$ cat config.mk
export PLATFORM = sky130hd
export DESIGN_NAME = timer16_oc
export DESIGN_NICKNAME = d
export VERILOG_FILES = /design/src/inc/timer16_oc_pkg.sv /design/src/hdl/timer16_oc.sv
export VERILOG_INCLUDE_DIRS = /design/src /design/src/inc
export SDC_FILE = /design/constraint.sdc
export NUM_CORES = 1
export LEC_CHECK = 0
export BUFFER_PORTS_ARGS = -buffer_cell sky130_fd_sc_hd__buf_2
export CORE_UTILIZATION = 49
export DETAILED_ROUTE_END_ITERATION = 8
export MAX_ROUTING_LAYER = met4
export PLACE_DENSITY = 0.71
export SYNTH_ARGS = -nofsm -noshare
export SYNTH_HDL_FRONTEND = slang
export SYNTH_SLANG_ARGS = --single-unit
$ cat constraint.sdc
create_clock -name CLK -period 3.1 [get_ports CLK]
set_clock_uncertainty 0.15 [all_clocks]
set_input_delay 0.155 -clock CLK [delete_from_list [all_inputs] [get_ports CLK]]
set_output_delay 0.155 -clock CLK [all_outputs]
set_load 0.02 [all_outputs]
$ cat src/inc/timer16_oc_map.svh
// register offsets, mode codes and fixed values of the 16-bit timer compare block
`ifndef TIMER16_OC_MAP_SVH
`define TIMER16_OC_MAP_SVH
`define OFS_CTRL 8'h00
`define OFS_CNT_LO 8'h04
`define OFS_CNT_HI 8'h08
`define OFS_CMPA_LO 8'h0C
`define OFS_CMPA_HI 8'h10
`define OFS_CMPB_LO 8'h14
`define OFS_CMPB_HI 8'h18
`define OFS_FLAGS 8'h1C
`define OFS_IRQEN 8'h20
`define OFS_FORCE 8'h24
`define MODE_NORMAL 4'h0
`define MODE_PC8 4'h1
`define MODE_PC9 4'h2
`define MODE_PC10 4'h3
`define MODE_CLR_A 4'h4
`define MODE_FAST8 4'h5
`define MODE_FAST9 4'h6
`define MODE_FAST10 4'h7
`define MODE_PFC_CAP 4'h8
`define MODE_PFC_A 4'h9
`define MODE_PC_CAP 4'hA
`define MODE_PC_A 4'hB
`define MODE_CLR_CAP 4'hC
`define MODE_RSVD 4'hD
`define MODE_FAST_CAP 4'hE
`define MODE_FAST_A 4'hF
`define TOP_MAX 16'hFFFF
`define TOP_8 16'h00FF
`define TOP_9 16'h01FF
`define TOP_10 16'h03FF
`define BOTTOM 16'h0000
`define ACT_NONE 2'h0
`define ACT_TOGGLE 2'h1
`define ACT_CLEAR 2'h2
`define ACT_SET 2'h3
`define ACT_PWM_NONINV 2'h2
`define ACT_PWM_INV 2'h3
`define CS_STOP 3'h0
`define CS_DIV1 3'h1
`define CS_DIV8 3'h2
`define CS_DIV64 3'h3
`define CS_DIV256 3'h4
`define CS_DIV1024 3'h5
`define CS_EXT_FALL 3'h6
`define CS_EXT_RISE 3'h7
`define PRE_DIV8 10'h007
`define PRE_DIV64 10'h03F
`define PRE_DIV256 10'h0FF
`define PRE_DIV1024 10'h3FF
`define IDX_OVF 2
`endif

$ cat src/inc/timer16_oc_pkg.sv
// types shared by the timer compare block and its bench
package timer16_oc_pkg;
  typedef struct packed {
    logic [16:0] rsvd;
    logic [1:0] port_val;
    logic [1:0] pin_direction_bit;
    logic [2:0] clock_source_sel;
    logic [1:0][1:0] output_action_sel;
    logic [3:0] waveform_mode_sel;
  } ctrl_t;
  typedef struct packed {
    logic psel;
    logic penable;
    logic pwrite;
    logic [7:0] paddr;
    logic [31:0] pwdata;
  } apb_req_t;
  typedef struct packed {
    logic pready;
    logic pslverr;
    logic [31:0] prdata;
  } apb_rsp_t;
  typedef struct packed {
    ctrl_t ctrl;
    logic [15:0] timer_count;
    logic [7:0] hi_latch;
    logic [7:0] rd_hi;
    logic [1:0][15:0] cmp_buf;
    logic [1:0][15:0] compare_value;
    logic [2:0] flags;
    logic [2:0] irq_en;
    logic [1:0] compare_output_bit;
    logic block;
    logic down;
    logic ext_prev;
    logic [9:0] presc;
    logic [31:0] rdata;
    logic slverr;
  } state_t;
endpackage

$ cat src/hdl/timer16_oc.sv
// 16-bit timer counter with two output compare channels behind an apb slave
// Behaviour
// - compare full count to each value always
// - match sets flag, drives waveform output
// - enabled flag requests irq; ack/one clears
// - channel a value can serve as top
// - double buffer in pwm, not normal/clear
// - buffer copies to active at top/bottom
// - cpu targets buffer or active, no latch read
// - high byte latched, low write commits word
// - force strobe acts like match outside pwm modes, no flag
// - count write blocks next timer tick matches
// - output action change applies at next match or force
// - output bit resets zero, survives mode change
// - nonzero action overrides port value on pin
// - action zero leaves output unchanged
// - output action never touches input capture
// - counting depends only on waveform mode
// - set/clear/toggle or pwm polarity by action
// - mode zero counts up, wraps, writable
// - overflow flag at max in normal/clear, top in fast, bottom in dual
// - cpu count write beats clear or count
// - clock select zero stops the counter
// - pwm action two noninverted, three inverted
`timescale 1ns/1ps
`include "timer16_oc_map.svh"
module timer16_oc #(
  parameter int NUM_CH = 2
) (
  input wire logic CLK,
  input wire logic RESET_N,
  input wire timer16_oc_pkg::apb_req_t APB_REQ,
  output timer16_oc_pkg::apb_rsp_t APB_RSP,
  input wire logic EXT_CLK_IN,
  input wire logic [15:0] CAPTURE_VALUE,
  input wire logic [2:0] IRQ_ACK,
  output logic [2:0] IRQ_REQ,
  output logic [1:0] OC_PIN_OUT,
  output logic [1:0] OC_PIN_OE
);
  import timer16_oc_pkg::*;

  // channel a doubles as top source, so the logic is built for exactly two
  if (NUM_CH != 2) begin : g_bad_ch
    $error("timer16_oc supports exactly two compare channels");
  end

  state_t q;
  state_t d;
  logic tick;
  logic pwm;
  logic dual;
  logic clr_mode;
  logic upd_bot;
  logic tog_a;
  logic [15:0] top_val;
  logic top_hit;
  logic bottom_hit;
  logic load_cmp;
  logic acc;
  logic setup;
  logic wr;
  logic cnt_wr;
  logic fwr;
  logic [1:0] match;
  logic [1:0] force_hit;
  logic [1:0] oc_nxt;
  logic [2:0] flag_set;
  logic [2:0] flag_clr;

  // top follows the waveform mode only; capture value is read, never disturbed
  function automatic logic [15:0] top_of(input logic [3:0] m, input logic [15:0] cmpa,
                                         input logic [15:0] cap);
    case (m)
      `MODE_PC8, `MODE_FAST8: top_of = `TOP_8;
      `MODE_PC9, `MODE_FAST9: top_of = `TOP_9;
      `MODE_PC10, `MODE_FAST10: top_of = `TOP_10;
      `MODE_CLR_A, `MODE_PFC_A, `MODE_PC_A, `MODE_FAST_A: top_of = cmpa;
      `MODE_PFC_CAP, `MODE_PC_CAP, `MODE_CLR_CAP, `MODE_FAST_CAP: top_of = cap;
      default: top_of = `TOP_MAX;
    endcase
  endfunction

  // next output bit of one channel from its action selection
  function automatic logic oc_step(input logic oc, input logic [1:0] act, input logic hit,
                                   input logic at_top, input logic pwm_m, input logic dual_m,
                                   input logic down_m, input logic tog_ok);
    logic r;
    r = oc;
    if (!pwm_m) begin
      if (hit) begin
        case (act)
          `ACT_TOGGLE: r = ~oc;
          `ACT_CLEAR: r = 1'b0;
          `ACT_SET: r = 1'b1;
          default: r = oc;
        endcase
      end
    end else if (hit) begin
      // match wins over top, so compare equal to top gives a steady level
      case (act)
        `ACT_TOGGLE: r = tog_ok ? ~oc : oc;
        `ACT_PWM_NONINV: r = ~(dual_m & down_m);
        `ACT_PWM_INV: r = dual_m & down_m;
        default: r = oc;
      endcase
    end else if (at_top & ~dual_m) begin
      case (act)
        `ACT_PWM_NONINV: r = 1'b0;
        `ACT_PWM_INV: r = 1'b1;
        default: r = oc;
      endcase
    end
    return r;
  endfunction

  // mode decode; the action bits never enter the counting path
  assign pwm = !(q.ctrl.waveform_mode_sel inside {`MODE_NORMAL, `MODE_CLR_A, `MODE_CLR_CAP, `MODE_RSVD});
  assign dual = q.ctrl.waveform_mode_sel inside {`MODE_PC8, `MODE_PC9, `MODE_PC10, `MODE_PFC_CAP,
                                                 `MODE_PFC_A, `MODE_PC_CAP, `MODE_PC_A};
  assign clr_mode = q.ctrl.waveform_mode_sel inside {`MODE_CLR_A, `MODE_CLR_CAP, `MODE_FAST8, `MODE_FAST9,
                                                     `MODE_FAST10, `MODE_FAST_CAP, `MODE_FAST_A};
  assign upd_bot = q.ctrl.waveform_mode_sel inside {`MODE_PFC_CAP, `MODE_PFC_A};
  assign tog_a = q.ctrl.waveform_mode_sel inside {`MODE_FAST_A, `MODE_PFC_A, `MODE_PC_A};
  assign top_val = top_of(q.ctrl.waveform_mode_sel, q.compare_value[0], CAPTURE_VALUE);

  // timer tick from prescaler or external edge; select zero gives no tick at all
  always_comb begin
    case (q.ctrl.clock_source_sel)
      `CS_DIV1: tick = 1'b1;
      `CS_DIV8: tick = (q.presc & `PRE_DIV8) == `PRE_DIV8;
      `CS_DIV64: tick = (q.presc & `PRE_DIV64) == `PRE_DIV64;
      `CS_DIV256: tick = (q.presc & `PRE_DIV256) == `PRE_DIV256;
      `CS_DIV1024: tick = (q.presc & `PRE_DIV1024) == `PRE_DIV1024;
      `CS_EXT_FALL: tick = q.ext_prev & ~EXT_CLK_IN;
      `CS_EXT_RISE: tick = ~q.ext_prev & EXT_CLK_IN;
      default: tick = 1'b0;
    endcase
  end

  // apb phase decode; every write commits at the access edge
  assign setup = APB_REQ.psel & ~APB_REQ.penable;
  assign acc = APB_REQ.psel & APB_REQ.penable;
  assign wr = acc & APB_REQ.pwrite;
  assign cnt_wr = wr & (APB_REQ.paddr == `OFS_CNT_LO);
  assign fwr = wr & (APB_REQ.paddr == `OFS_FORCE);

  // a count write blocks top and bottom detection on the next tick as well
  assign top_hit = tick & ~q.block & (q.timer_count == top_val);
  assign bottom_hit = tick & ~q.block & q.down & (q.timer_count == `BOTTOM);
  assign load_cmp = pwm & (upd_bot ? bottom_hit : top_hit);

  // per channel comparator and waveform step
  for (genvar i = 0; i < NUM_CH; i++) begin : g_ch
    assign match[i] = tick & ~q.block & (q.timer_count == q.compare_value[i]);
    assign force_hit[i] = fwr & APB_REQ.pwdata[i] & ~pwm;
    assign oc_nxt[i] = oc_step(q.compare_output_bit[i], q.ctrl.output_action_sel[i],
                               pwm ? match[i] : (match[i] | force_hit[i]), top_hit & clr_mode,
                               pwm, dual, q.down, (i == 0) & tog_a);
    // pin takes the output bit while either action bit is set; direction stays with software
    assign OC_PIN_OUT[i] = (q.ctrl.output_action_sel[i] != `ACT_NONE) ?
                           q.compare_output_bit[i] : q.ctrl.port_val[i];
    assign OC_PIN_OE[i] = q.ctrl.pin_direction_bit[i];
  end

  // flag events: matches, overflow; a forced match sets nothing
  assign flag_set[0] = match[0];
  assign flag_set[1] = match[1];
  assign flag_set[`IDX_OVF] = ~cnt_wr & (dual ? bottom_hit :
                              (pwm ? top_hit : tick & (q.timer_count == `TOP_MAX)));
  assign flag_clr = IRQ_ACK | ({3{wr & (APB_REQ.paddr == `OFS_FLAGS)}} & APB_REQ.pwdata[2:0]);
  assign IRQ_REQ = q.flags & q.irq_en;

  // apb answer: no wait states, read data prepared in the setup cycle
  assign APB_RSP.pready = acc;
  assign APB_RSP.pslverr = acc & q.slverr;
  assign APB_RSP.prdata = q.rdata;

  // whole next state
  always_comb begin
    d = q;
    d.presc = q.presc + 10'h001;
    d.ext_prev = EXT_CLK_IN;
    d.compare_output_bit = oc_nxt; // mode change alone leaves it untouched
    // set wins over a clear in the same cycle
    d.flags = (q.flags & ~flag_clr) | flag_set;
    // counting sequence
    if (tick) begin
      d.block = 1'b0;
      if (dual) begin
        if (!q.down) begin
          d.down = top_hit;
          d.timer_count = top_hit ? q.timer_count - 16'h0001 : q.timer_count + 16'h0001;
        end else begin
          d.down = ~bottom_hit;
          d.timer_count = bottom_hit ? q.timer_count + 16'h0001 : q.timer_count - 16'h0001;
        end
      end else begin
        d.down = 1'b0;
        // normal mode only increments and wraps on its own
        d.timer_count = (clr_mode & top_hit) ? `BOTTOM : q.timer_count + 16'h0001;
      end
    end
    if (load_cmp) begin
      d.compare_value = q.cmp_buf;
    end
    // cpu count write overrides any clear or count, even with the timer stopped
    if (cnt_wr) begin
      d.timer_count = {q.hi_latch, APB_REQ.pwdata[7:0]};
      d.block = 1'b1;
    end
    if (wr) begin
      case (APB_REQ.paddr)
        `OFS_CTRL: d.ctrl = ctrl_t'(APB_REQ.pwdata);
        `OFS_CNT_HI, `OFS_CMPA_HI, `OFS_CMPB_HI: d.hi_latch = APB_REQ.pwdata[7:0];
        `OFS_CMPA_LO: begin
          d.cmp_buf[0] = {q.hi_latch, APB_REQ.pwdata[7:0]};
          if (!pwm) begin
            d.compare_value[0] = {q.hi_latch, APB_REQ.pwdata[7:0]};
          end
        end
        `OFS_CMPB_LO: begin
          d.cmp_buf[1] = {q.hi_latch, APB_REQ.pwdata[7:0]};
          if (!pwm) begin
            d.compare_value[1] = {q.hi_latch, APB_REQ.pwdata[7:0]};
          end
        end
        `OFS_IRQEN: d.irq_en = APB_REQ.pwdata[2:0];
        default: d.irq_en = q.irq_en;
      endcase
    end
    // count low read hands the high byte to the shared latch at the access edge
    if (acc & ~APB_REQ.pwrite & (APB_REQ.paddr == `OFS_CNT_LO)) begin
      d.hi_latch = q.rd_hi;
    end
    // read data for the coming access; compare reads bypass the latch
    if (setup) begin
      d.slverr = 1'b0;
      case (APB_REQ.paddr)
        `OFS_CTRL: d.rdata = 32'(q.ctrl);
        `OFS_CNT_LO: begin
          d.rdata = 32'(q.timer_count[7:0]);
          d.rd_hi = q.timer_count[15:8];
        end
        `OFS_CNT_HI: d.rdata = 32'(q.hi_latch);
        `OFS_CMPA_LO: d.rdata = 32'(pwm ? q.cmp_buf[0][7:0] : q.compare_value[0][7:0]);
        `OFS_CMPA_HI: d.rdata = 32'(pwm ? q.cmp_buf[0][15:8] : q.compare_value[0][15:8]);
        `OFS_CMPB_LO: d.rdata = 32'(pwm ? q.cmp_buf[1][7:0] : q.compare_value[1][7:0]);
        `OFS_CMPB_HI: d.rdata = 32'(pwm ? q.cmp_buf[1][15:8] : q.compare_value[1][15:8]);
        `OFS_FLAGS: d.rdata = 32'(q.flags);
        `OFS_IRQEN: d.rdata = 32'(q.irq_en);
        `OFS_FORCE: d.rdata = '0;
        default: begin
          d.rdata = '0;
          d.slverr = 1'b1;
        end
      endcase
    end
  end

  // single state register; every field resets to zero, output bits included
  always_ff @(posedge CLK or negedge RESET_N) begin
    if (!RESET_N) begin
      q <= '0;
    end else begin
      q <= d;
    end
  end
endmodule

Word level (Yosys, flattened, before mapping)
Index checks and enable logic that the tools add are counted.
Widths: inputs -> output; s select.
- mux-type cells: 50
- bitwise operators: 46
- reductions and logical operators: 36
- equality and inequality tests: 48
- $add $sub $neg: 3
- operator list (cell ; count):
    $pmux 32 s9 ; 1
    $mux 16 ; 11
    $pmux 16 s5 ; 1
    $mux 32 ; 2
    $mux 8 ; 7
    $eq 16x16->1 ; 3
    $eq 4x4->1 const B ; 8
    $eq 8x5->1 const B ; 4
    $and 1x1->1 ; 27
    $mux 1 ; 20
    $reduce_bool 3->1 ; 6
    $add 16x1->16 const B ; 1
    $eq 16x16->1 const B ; 1
    $eq 4x3->1 const B ; 4
    $eq 8x4->1 const B ; 2
    $eq 8x6->1 const B ; 2
    $logic_not 16->1 ; 1
    $reduce_bool 2->1 ; 8
    $sub 16x1->16 const B ; 1
    $eq 3x3->1 const B ; 5
    $reduce_bool 7->1 ; 2
    $reduce_and 2->1 ; 6
    $not 1->1 ; 11
    $add 10x1->10 const B ; 1
    other kinds (29) ; 48
- input bits: 65
- word-level logic and storage cells: 207
- bits in registers: 182

Depth between registers and ports, before layout
Gate-level depths: netlist of run 1.
- depth in word-level cells: 12
- gate-level depth with buffers: 15
- gate-level depth less buffers: 11

Worst setup path after synthesis of run 1
Ideal clock, no wire load.
- path kind: register -> register
- from: reg q[134] in the netlist's numbering
- to: reg q[135] in the netlist's numbering
- path buffers: 3
- stages on the path, launching flop included: 15
- arrival time: 2.920 ns
- setup slack: -0.096 ns
- setup time: 0.126 ns
- period minus slack after synthesis: 3.196 ns
- cell sequence: dfrtp_1 > clkbuf_1 > inv_1 > ha_1 > nor3b_1 > nand4_1 > or2_0 > o31ai_1 > nor4_1 > a21oi_2 > buf_6 > clkbuf_1 > nor2_1 > a211oi_1 > o21ai_1
- longest elaborated chain between the ends: 7
- elaborated cells between the ends (all ways): 14
- those cells by class: 2 x add/sub; 1 x eq/ne; 7 x mux; 3 x bitwise; 1 x reduce/logical
- ends and longest elaborated chain (element ; line ; source):
    from (decl) ; timer16_oc.sv:48 ; state_t q;
    from (signal assigned) ; timer16_oc.sv:264 ; q <= '0;
    from (signal assigned) ; timer16_oc.sv:266 ; q <= d;
    branches (longest 4 deep; another with $add 16x1->16) ; n/a ;
    $mux 16 (*) ; timer16_oc.sv:190 ; if (dual) begin
    $mux 16 (*) ; timer16_oc.sv:188 ; if (tick) begin
    $mux 16 (*) ; timer16_oc.sv:208 ; if (cnt_wr) begin
Mark *: on every way between the ends. The select of a mux whose other input is x is not followed.
A chain may end at the register's enable or synchronous reset.

==> results.json, run 1 <==
{
  "clk_pin_slew_ns": 0.08,
  "clk_latency_ns": 0.44,
  "timing.rr.start": "q[153]",
  "finalSetupViolCount": 50,
  "synth_top_area_share_pct": 42.09,
  "dpl_worst_slack_ns": -0.4044,
  "syn_area_um2": 10820,
  "setup_ws_ns": -0.3205,
  "grt_use_total_pct": 33.62,
  "fmax_ghz": 0.2924,
  "die_h_um": 150.6,
  "synthFlopType": "dfrtp_1",
  "layout.cells.non_filler": 1677,
  "required_ns": 3.22,
  "hpwlAfterDp_mm": 25.38,
  "yosysTopAreaCell": "dfrtp_1",
  "hold_path.class": "in2reg",
  "syn_inst": 1179,
  "rows": 54,
  "dp.cells": 1590,
  "final_common_cell": "nand2_1",
  "cts.htree.levels": 4,
  "hold_viol_final": 0,
  "vias": 10184,
  "grt_max_degree": 84,
  "cts.sinks": 182,
  "placedInstanceArea_um2": 12250,
  "cts_root_buf": "clkbuf_16",
  "start_util_pct": 49.74,
  "rsz0062_at_grt": "yes",
  "finalMaxSlewViolations": 0,
  "violations": "setup timing",
  "cp.arrival_ns": 3.54,
  "gp_congestion": 1.016,
  "drt_iter0_drc": 1177,
  "io_pins": 106,
  "synthTopCellsByArea": "dfrtp_1 42%, mux2_2 8.0%, nand2_1 6.5%",
  "seq_area_um2": 4561,
  "synthArstFlopShare_pct": 100.0,
  "layout_common_cells": "188 x nand2_1, 177 x dfrtp_1, 136 x buf_4",
  "antenna_found_initial": 1,
  "port_buffers": 105,
  "critPathKind": "reg2reg",
  "fin_nets": 1452,
  "syn2layout_area_growth_pct": 26.57,
  "grt_pass1_vias": 9751,
  "stdcell_area_um2": 13700,
  "routedWlPerCell_um": 21.74,
  "critPathLaunchType": "register",
  "tritoncts": "done",
  "coreArea_um2": 21760,
  "total_power_uw": 6013,
  "die_w_um": 150.6,
  "clock_path_buffers": 2,
  "hold_start": "APB_REQ[34]",
  "ant_nets": 0,
  "drc_errors": 0,
  "nFillCells": 1780,
  "drt-total-wl_mm": 36.45,
  "relSlewSlack_pct": 17.48,
  "ir_worst_vdd_mv": 0.3283,
  "drive_gt1_share_pct": 31.45,
  "dr.pass1.iters": 6,
  "grt_pass1_wl_mm": 54.92,
  "startpoint": "q[153]",
  "synth.distinct_cells": 78,
  "cap_viol_max_count": 0,
  "fin_crit_ns": 3.420,
  "multi_input_area_um2": 5887,
  "ys_seq_area_share_pct": 42.09,
  "p_leak_uw": 0.006354,
  "avgSynthCellArea_um2": 9.179,
  "die_area_um2": 22680,
  "ys_ff_latch": 182,
  "synthesis.nets": 1248,
  "worst_setup_path_end_kind": "register",
  "via_per_inst": 6.073,
  "period_share_pct": 110.3,
  "grt_overflow": 0,
  "status": "finished, violations left",
  "tightest_slew_ns": 1.236,
  "power.density_nw_per_um2": 439.0,
  "synth_edf_count": 0,
  "numCtsBuffers": 17,
  "synth_warnings": 0,
  "critPathMaxFanout": 6
}
[timing repair]
action | 4_1_cts | 5_1_grt
pin swaps | 9 | 13
setup buffers | 9 | 5
gates cloned | 2 | 0
setup endpoints to repair | 51 | 51
gates resized for setup | 41 | 30
hold endpoints to repair | 136 | 0
hold buffers | 40 | 0
[metal layers]
| metal | GRT usage (%) | up-vias | wire length, um |
|---|---|---|---|
| met1 | 42.33 | 4963 | 14880 |
| met2 | 51.91 | 488 | 16600 |
| met5 | - | - | 0 |
| met4 | 17.95 | 0 | 1990 |
| li1 | - | 4612 | - |
| met3 | 5.485 | 121 | 2973 |
[power by group]
group / switching [uW] / internal [uW]
clock: 1060 / 1150
combinational: 686 / 525
sequential: 125 / 2460
total: 1880 / 4140
[area by class of cell]
type / count / area share (%)
Timing Repair Buffer: 300 / 16.47
Inverter: 14 / 0.3837
Clock inverter: 13 / 1.133
Sequential cell: 182 / 33.30
Tap cell: 280 / 2.558
Clock buffer: 19 / 3.161
Antenna cell: 1 / 0.01827
Multi-Input combinational cell: 868 / 42.98
[worst max-delay path, cell delays in order (launching register included)]
cell and delay, ns:
dfrtp_2 0.43, buf_12 0.14, buf_8 0.12, or4b_4 0.53
a211oi_2 0.23, a211oi_2 0.06, nor4_2 0.28, and4_4 0.31
buf_6 0.11, o211ai_1 0.12, o41ai_4 0.16, buf_4 0.28
mux2i_1 0.24, o21ai_1 0.10
[worst paths after layout]
path,slack (ns),end,depth (start not counted)
setup / recovery,-0.32,q[63],13
hold / removal,0.17,q[52],6
setup reg to reg,-0.32,q[63],13
hold reg to reg,0.31,APB_RSP[8],2
max in group asynchronous,1.71,APB_RSP[24],3
min in group asynchronous,0.18,q[34],2
[cell families after synthesis]
logic type	after synthesis	synth area share (%)
adders and majority gates	4	0.4625
muxes	125	12.48
and+or+nand+nor	468	21.31
DFF	182	42.09
xor gates and xnor gates	34	2.752
buffers and inverters	129	6.359
AOI/OAI and AO/OA	237	14.56
[flip-flops by register name (all words and copies together), names as in the netlist]
register   cells
OC_PIN_OE      2
q            148
APB_RSP       32
[cells in the mapped netlist, types with 6 or more instances]
cell type and number:
a211oi_1 14, a21oi_1 60, a221oi_1 9, a31oi_1 15
and2_1 9, and3_1 22, buf_1 10, buf_2 7
buf_4 38, buf_6 7, clkbuf_1 53, dfrtp_1 182
inv_1 12, mux2_2 77, mux2i_1 46, nand2_1 188
nand2b_1 14, nand3_1 56, nand3b_1 10, nand4_1 9
nor2_1 67, nor2b_1 20, nor3_1 11, nor4_1 20
o211ai_1 9, o21a_1 6, o21ai_0 17, o21ai_1 39
o31ai_1 11, or3_1 9, xnor2_1 8, xor2_1 26
[through the flow]
| step | util [%] | setup TNS, ns | hold WS, ns |
|---|---|---|---|
| 3_3_place_gp | 56.29 | -11.82 | 0.1047 |
| 6_report | 62.96 | -11.48 | 0.1741 |
| 4_1_cts | 62.24 | -8.662 | 0.1565 |
| 2_1_floorplan | - | 0 | -0.2906 |
| 3_5_place_dp | 56.29 | -15.61 | 0.1028 |
| 5_1_grt | 62.96 | -15.11 | 0.2351 |
Note: power is estimated with default switching activity, not from simulation.
==> run 2, diff against run 1 <==
--- a/config.mk
+++ b/config.mk
@@ -10,7 +10,7 @@
 export CORE_UTILIZATION = 49
 export DETAILED_ROUTE_END_ITERATION = 8
 export MAX_ROUTING_LAYER = met4
-export PLACE_DENSITY = 0.71
+export PLACE_DENSITY = 0.68
 export SYNTH_ARGS = -nofsm -noshare
 export SYNTH_HDL_FRONTEND = slang
 export SYNTH_SLANG_ARGS = --single-unit
==> constraint.sdc (replaced) <==
create_clock -name CLK -period 3.3 [get_ports CLK]
set_clock_uncertainty 0.15 [all_clocks]
set_input_delay 0.165 -clock CLK [delete_from_list [all_inputs] [get_ports CLK]]
set_output_delay 0.165 -clock CLK [all_outputs]
set_load 0.02 [all_outputs]
==> run 2 against run 1 <==
  * The flow still finishes with violations (setup timing)
  * Core utilization down 0.66 points
  * Die area unchanged
  * Register-to-register slack better by 0.16 ns
  * Sequential cell count unchanged
  * Critical path depth unchanged
  * Sequential power down 6%
  * Design area down 1.1%
  * Non-clock buffer count down 13
  * Power down 7.0%
  * Fmax down 1.2%
  * Via count about the same
  * Wire length up 1.2%
  * Largest cell class unchanged
==> results.json, run 2 (synthesis gave the netlist of run 1 again) <==
{
  "status": "finished, violations left",
  "violations": "setup timing",
  "drt-total-wl_mm": 36.90,
  "hold_path.class": "in2reg",
  "relSlewSlack_pct": 20.92,
  "power.density_nw_per_um2": 412.7,
  "ir_worst_vdd_mv": 0.3249,
  "antennaDiodeCount": 0,
  "period_share_pct": 104.9,
  "nFillCells": 1824,
  "p_leak_uw": 0.006219,
  "slowest_delay_ns": 0.49,
  "hold_viol_final": 0,
  "final_common_cell": "nand2_1",
  "largest-register": "q",
  "reg2reg_slack_ns": -0.16,
  "die_w_um": 150.6,
  "syn2layout_area_growth_pct": 25.24,
  "finalMaxSlewViolations": 0,
  "grt_overflow": 0,
  "start_util_pct": 49.74,
  "grt_pass1_vias": 9530,
  "timing.rr.start": "q[153]",
  "fin_nets": 1440,
  "cap_viol_max_count": 0,
  "worst_setup_path_end_kind": "register",
  "routedWlPerCell_um": 22.18,
  "timing.rr.end": "q[70]",
  "critPathMaxFanout": 7,
  "clock_path_buffers": 2,
  "reg2reg_depth": 13,
  "port_buffers": 105,
  "crit_chain": "buf_6, nand2b_1, a211oi_2, nor4_2, a2111o_1, buf_6, nor3_2, buf_4, o211ai_1, o41ai_4, clkbuf_16, mux2i_1, o21ai_1",
  "gp_congestion": 0.9799,
  "dr.pass1.iters": 6,
  "clk_pin_slew_ns": 0.08,
  "coreArea_um2": 21760,
  "rsz0062_at_grt": "yes",
  "die_h_um": 150.6,
  "largest_reg_flops": 148,
  "cts.sinks": 182,
  "required_ns": 3.44,
  "cp_slowest_cell": "a2111o_1",
  "fmax_ghz": 0.2890,
  "fin_crit_ns": 3.460,
  "critPathKind": "reg2reg",
  "timing.hold.ws_ns": 0.1705,
  "clk_latency_ns": 0.45,
  "grt_pass1_wl_mm": 54.39,
  "cp.arrival_ns": 3.60,
  "layout_common_cells": "188 x nand2_1, 176 x dfrtp_1, 127 x buf_4",
  "hpwlAfterDp_mm": 25.42,
  "layout.cells.non_filler": 1664,
  "utilization_pct": 62.30,
  "grt_use_total_pct": 33.10,
  "tightest_slew_ns": 1.185,
  "drt_iter0_drc": 1060,
  "critPathLaunchType": "register",
  "setup_ws_ns": -0.1604,
  "rows": 54,
  "vias": 10190,
  "dp.cells": 1571,
  "grt_max_degree": 98,
  "ant_nets": 0,
  "min_to": "q[53]",
  "hold_start": "APB_REQ[34]",
  "via_per_inst": 6.124,
  "drc_errors": 0,
  "finalSetupViolCount": 40,
  "drive_gt1_share_pct": 30.49,
  "min_path_cells": 6,
  "antenna_found_initial": 0,
  "die_area_um2": 22680,
  "numCtsBuffers": 17,
  "multi_input_area_um2": 5876,
  "cts.htree.levels": 4,
  "seq_area_um2": 4562,
  "cts_root_buf": "clkbuf_16",
  "io_pins": 106,
  "tritoncts": "done",
  "path_common_cell": "buf_6"
}
run 2: worst max-delay path by stage:
| stage | end | startpoint | depth (start not counted) |
|---|---|---|---|
| 4_1_cts | q[74] | q[152] | 13 |
| 6_report | q[70] | q[153] | 13 |
| 3_3_place_gp | q[76] | q[150] | 13 |
| 3_5_place_dp | q[147] | q[153] | 10 |
| 2_1_floorplan | q[135] | q[134] | 14 |
| 5_1_grt | q[135] | q[152] | 12 |
run 2: cell type report:
type	instances	area share (%)
inverters	14	0.4062
clock buffers	18	3.167
clock inverters	14	1.154
multi-input cells	869	43.35
well taps	280	2.585
repair buffers	287	15.68
flip-flops and latches	182	33.66
run 2: repair_timing:
| action | 4_1_cts | 5_1_grt |
|---|---|---|
| endpoints found under the hold margin | 151 | 0 |
| pin swaps | 1 | 19 |
| hold buffers | 40 | 0 |
| cloned | 0 | 3 |
| setup endpoints to repair | 37 | 45 |
| setup buffers | 1 | 17 |
| gates resized for setup | 11 | 56 |
run 2: metrics by stage:
step / setup TNS, ns / instance area, um2 / total power [uW] / setup WS (ns)
after floorplan: 0 / 10820 / 2959 / 0.1043
after global placement: -1.450 / 12090 / 3434 / -0.07000
after detailed placement: -1.717 / 12090 / 3443 / -0.1063
after CTS: 0 / 13120 / 5531 / 0.00003619
after global routing: -5.929 / 13550 / 5773 / -0.1953
final: -3.427 / 13550 / 5594 / -0.1604
run 2: critical path, delay by kind of cell, from the launching register on:
family / cells / cell delay [ns]
AO/OA/AOI/OAI: 5 / 1.30
buffers and inverters: 4 / 0.79
multiplexers: 1 / 0.19
flip-flops: 1 / 0.45
AND/OR/NAND/NOR: 3 / 0.42
run 2: report_power, final:
group	total, uW	switching, uW	internal [uW]	leakage, uW
Clock	2060	1040	1020	0.000287
Sequential	2430	115	2310	0.00243
Combinational	1110	639	472	0.00350
run 2: metal layers:
metal | up-vias | GRT usage (%) | share of wire, %
li1 | 4586 | - | -
met1 | 4974 | 42.32 | 41
met2 | 505 | 50.71 | 46
met3 | 125 | 5.455 | 8.0
met4 | 0 | 16.70 | 5.0
met5 | - | - | 0
==> run 3, diff against run 2 <==
--- a/config.mk
+++ b/config.mk
@@ -7,10 +7,10 @@
 export NUM_CORES = 1
 export LEC_CHECK = 0
 export BUFFER_PORTS_ARGS = -buffer_cell sky130_fd_sc_hd__buf_2
-export CORE_UTILIZATION = 49
+export CORE_UTILIZATION = 57
 export DETAILED_ROUTE_END_ITERATION = 8
 export MAX_ROUTING_LAYER = met4
-export PLACE_DENSITY = 0.68
+export PLACE_DENSITY = 0.77
 export SYNTH_ARGS = -nofsm -noshare
 export SYNTH_HDL_FRONTEND = slang
 export SYNTH_SLANG_ARGS = --single-unit
==> run 3 against run 2 <==
  * Largest power group unchanged
  * Power decreased by 1.0%
  * Critical endpoint is now q[147]
  * Critical path type unchanged
  * Sequential share of layout area decreased by 0.33 points
  * Design area increased by 0.90%
  * Non-clock buffer count increased by 3
  * Via count increased by 2.7%
  * Sequential cell count unchanged
  * Fmax increased by 3.4%
  * Register-to-register slack improved by 0.11 ns
  * Hold slack got worse by 0.022 ns
  * Critical path depth decreased by 1
  * Core utilization increased by 11 points
  * The run still ends with setup timing left
  * Clock power decreased by 2%
==> results.json, run 3 (synthesis gave the netlist of run 1 again) <==
{
  "grt_pass1_wl_mm": 55.10,
  "port_buffers": 105,
  "die_area_um2": 19540,
  "hold_path.class": "in2reg",
  "finalMaxSlewViolations": 0,
  "violations": "setup timing",
  "fin_crit_ns": 3.346,
  "rows": 50,
  "routedWlPerCell_um": 22.80,
  "drt-total-wl_mm": 36.91,
  "reg2reg_slack_ns": -0.05,
  "grt_max_degree": 84,
  "start_util_pct": 58.05,
  "hpwlAfterDp_mm": 24.37,
  "ir_worst_vdd_mv": 0.3980,
  "ant_nets": 0,
  "placedInstanceArea_um2": 12070,
  "p_int_uw": 3780,
  "status": "finished, violations left",
  "drive_gt1_share_pct": 30.90,
  "setup_ws_ns": -0.04629,
  "seq_power_share_pct": 44.3,
  "via_per_inst": 6.466,
  "combPwrFrac_pct": 19.2,
  "p_leak_uw": 0.006280,
  "critPathKind": "reg2reg",
  "fin_nets": 1442,
  "grt_pass1_vias": 9731,
  "rsz0062_at_grt": "yes",
  "die_w_um": 139.8,
  "required_ns": 3.52,
  "finalSetupViolCount": 7,
  "die_h_um": 139.8,
  "drc_errors": 0,
  "cp.arrival_ns": 3.57,
  "critPathLaunchType": "register",
  "worst_setup_path_end_kind": "register",
  "largest-register": "q",
  "tritoncts": "done",
  "drt_iter0_drc": 1362,
  "coreArea_um2": 18640,
  "syn2layout_area_growth_pct": 26.36,
  "layout_common_cells": "186 x nand2_1, 179 x dfrtp_1, 113 x buf_4",
  "grt_overflow": 0,
  "clk_pin_slew_ns": 0.08,
  "timing.rr.end": "q[147]",
  "timing.rr.start": "q[153]",
  "cap_viol_max_count": 0,
  "switching_share_pct": 31.74,
  "multi_input_area_um2": 5907,
  "reg2reg_depth": 12,
  "tightest_slew_ns": 1.207,
  "hold_viol_final": 0,
  "seq_area_um2": 4558,
  "fmax_ghz": 0.2988,
  "critPathMaxFanout": 12,
  "p_clk_share_pct": 36.5,
  "vias": 10469,
  "utilization_pct": 73.35,
  "antenna_found_initial": 0,
  "io_pins": 106,
  "stdcell_area_um2": 13670,
  "power.density_nw_per_um2": 404.9,
  "crit_end": "q[147]",
  "cts_root_buf": "clkbuf_16",
  "antennaDiodeCount": 0,
  "period_share_pct": 101.4,
  "cts.htree.levels": 4,
  "relSlewSlack_pct": 19.42,
  "cts.sinks": 182,
  "nFillCells": 1289,
  "largest_reg_flops": 148,
  "clock_path_buffers": 2,
  "switchingPower_uw": 1757,
  "numCtsBuffers": 17,
  "final_common_cell": "nand2_1",
  "grt_use_total_pct": 38.23,
  "startpoint": "q[153]",
  "clk_latency_ns": 0.45,
  "dr.pass1.iters": 8,
  "gp_congestion": 0.9866
}
[run 3: changes by cell type in the layout (fill, tap and decap cells not counted), moves of 3 or more]
cell / before / now
buf_6: 5 / 15
and3_4: 0 / 3
and3_1: 22 / 19
buf_12: 6 / 12
buf_4: 127 / 113
a211oi_1: 6 / 10
dfrtp_1: 176 / 179
clkinv_8: 4 / 1
dfrtp_2: 6 / 3
a211oi_2: 8 / 4
[run 3: per-stage QoR]
step	TNS, ns	power [uW]	hold WS (ns)	worst slack, ns	std cells
after global placement	-2.593	3395	0.1010	-0.1082	1523
after CTS	-0.01952	5442	0.1464	-0.01090	1605
after global routing	-2.698	5714	0.1976	-0.1393	1619
after floorplan	0	2959	-0.2806	0.1043	1179
after detailed placement	-4.672	3403	0.09957	-0.1714	1523
final	-0.1735	5537	0.1485	-0.04629	1619
[run 3: power groups by stage]
stage	Sequential [uW]	Clock, uW	Combinational [uW]
floorplan	2410	0	554
global placement	2490	0	909
global route	2460	2120	1140
CTS	2440	2020	979
detailed placement	2490	0	918
finish	2460	2020	1060
[run 3: area by class of cell]
cell class              instances  area share [%]
clock inverters                13          0.9516
clock buffers                  18           3.212
multi-input cells             868           43.20
well taps                     234           2.141
repair buffers                290           16.76
flip-flops and latches        182           33.33
inverters                      14          0.4026
[run 3: metal layers]
metal	share of wire, %	GRT usage [%]
met5	0	-
met4	6.3	19.66
met3	9.9	7.846
met2	45	56.97
met1	39	49.27
[run 3: how the worst min path moves through the flow]
stage                startpoint    endpoint  slack (ns)  cells past startpoint
floorplan               RESET_N  APB_RSP[0]       -0.28                      0
global placement        RESET_N       q[38]        0.10                      1
detailed placement      RESET_N       q[39]         0.1                      1
CTS                 APB_REQ[34]       q[51]        0.15                      6
global route        APB_REQ[34]       q[51]        0.20                      6
finish              APB_REQ[34]       q[51]        0.15                      6
[run 3: repair_timing]
item | in CTS | in global routing
gates resized for setup | 22 | 58
setup buffers | 11 | 14
endpoints found under the hold margin | 131 | 0
pin swaps | 7 | 30
setup endpoints to repair | 45 | 49
gates cloned | 1 | 4
hold buffers | 39 | 0
[run 3: worst max-delay path, cell delays in order (launching register included)]
cell and delay [ns]:
dfrtp_2 0.44, buf_6 0.16, and2_4 0.18, a21o_1 0.18
or3_1 0.31, a2111o_1 0.45, buf_4 0.16, nor4_4 0.25
a21oi_2 0.12, buf_12 0.16, mux2_2 0.27, or3_1 0.32
a31oi_1 0.13
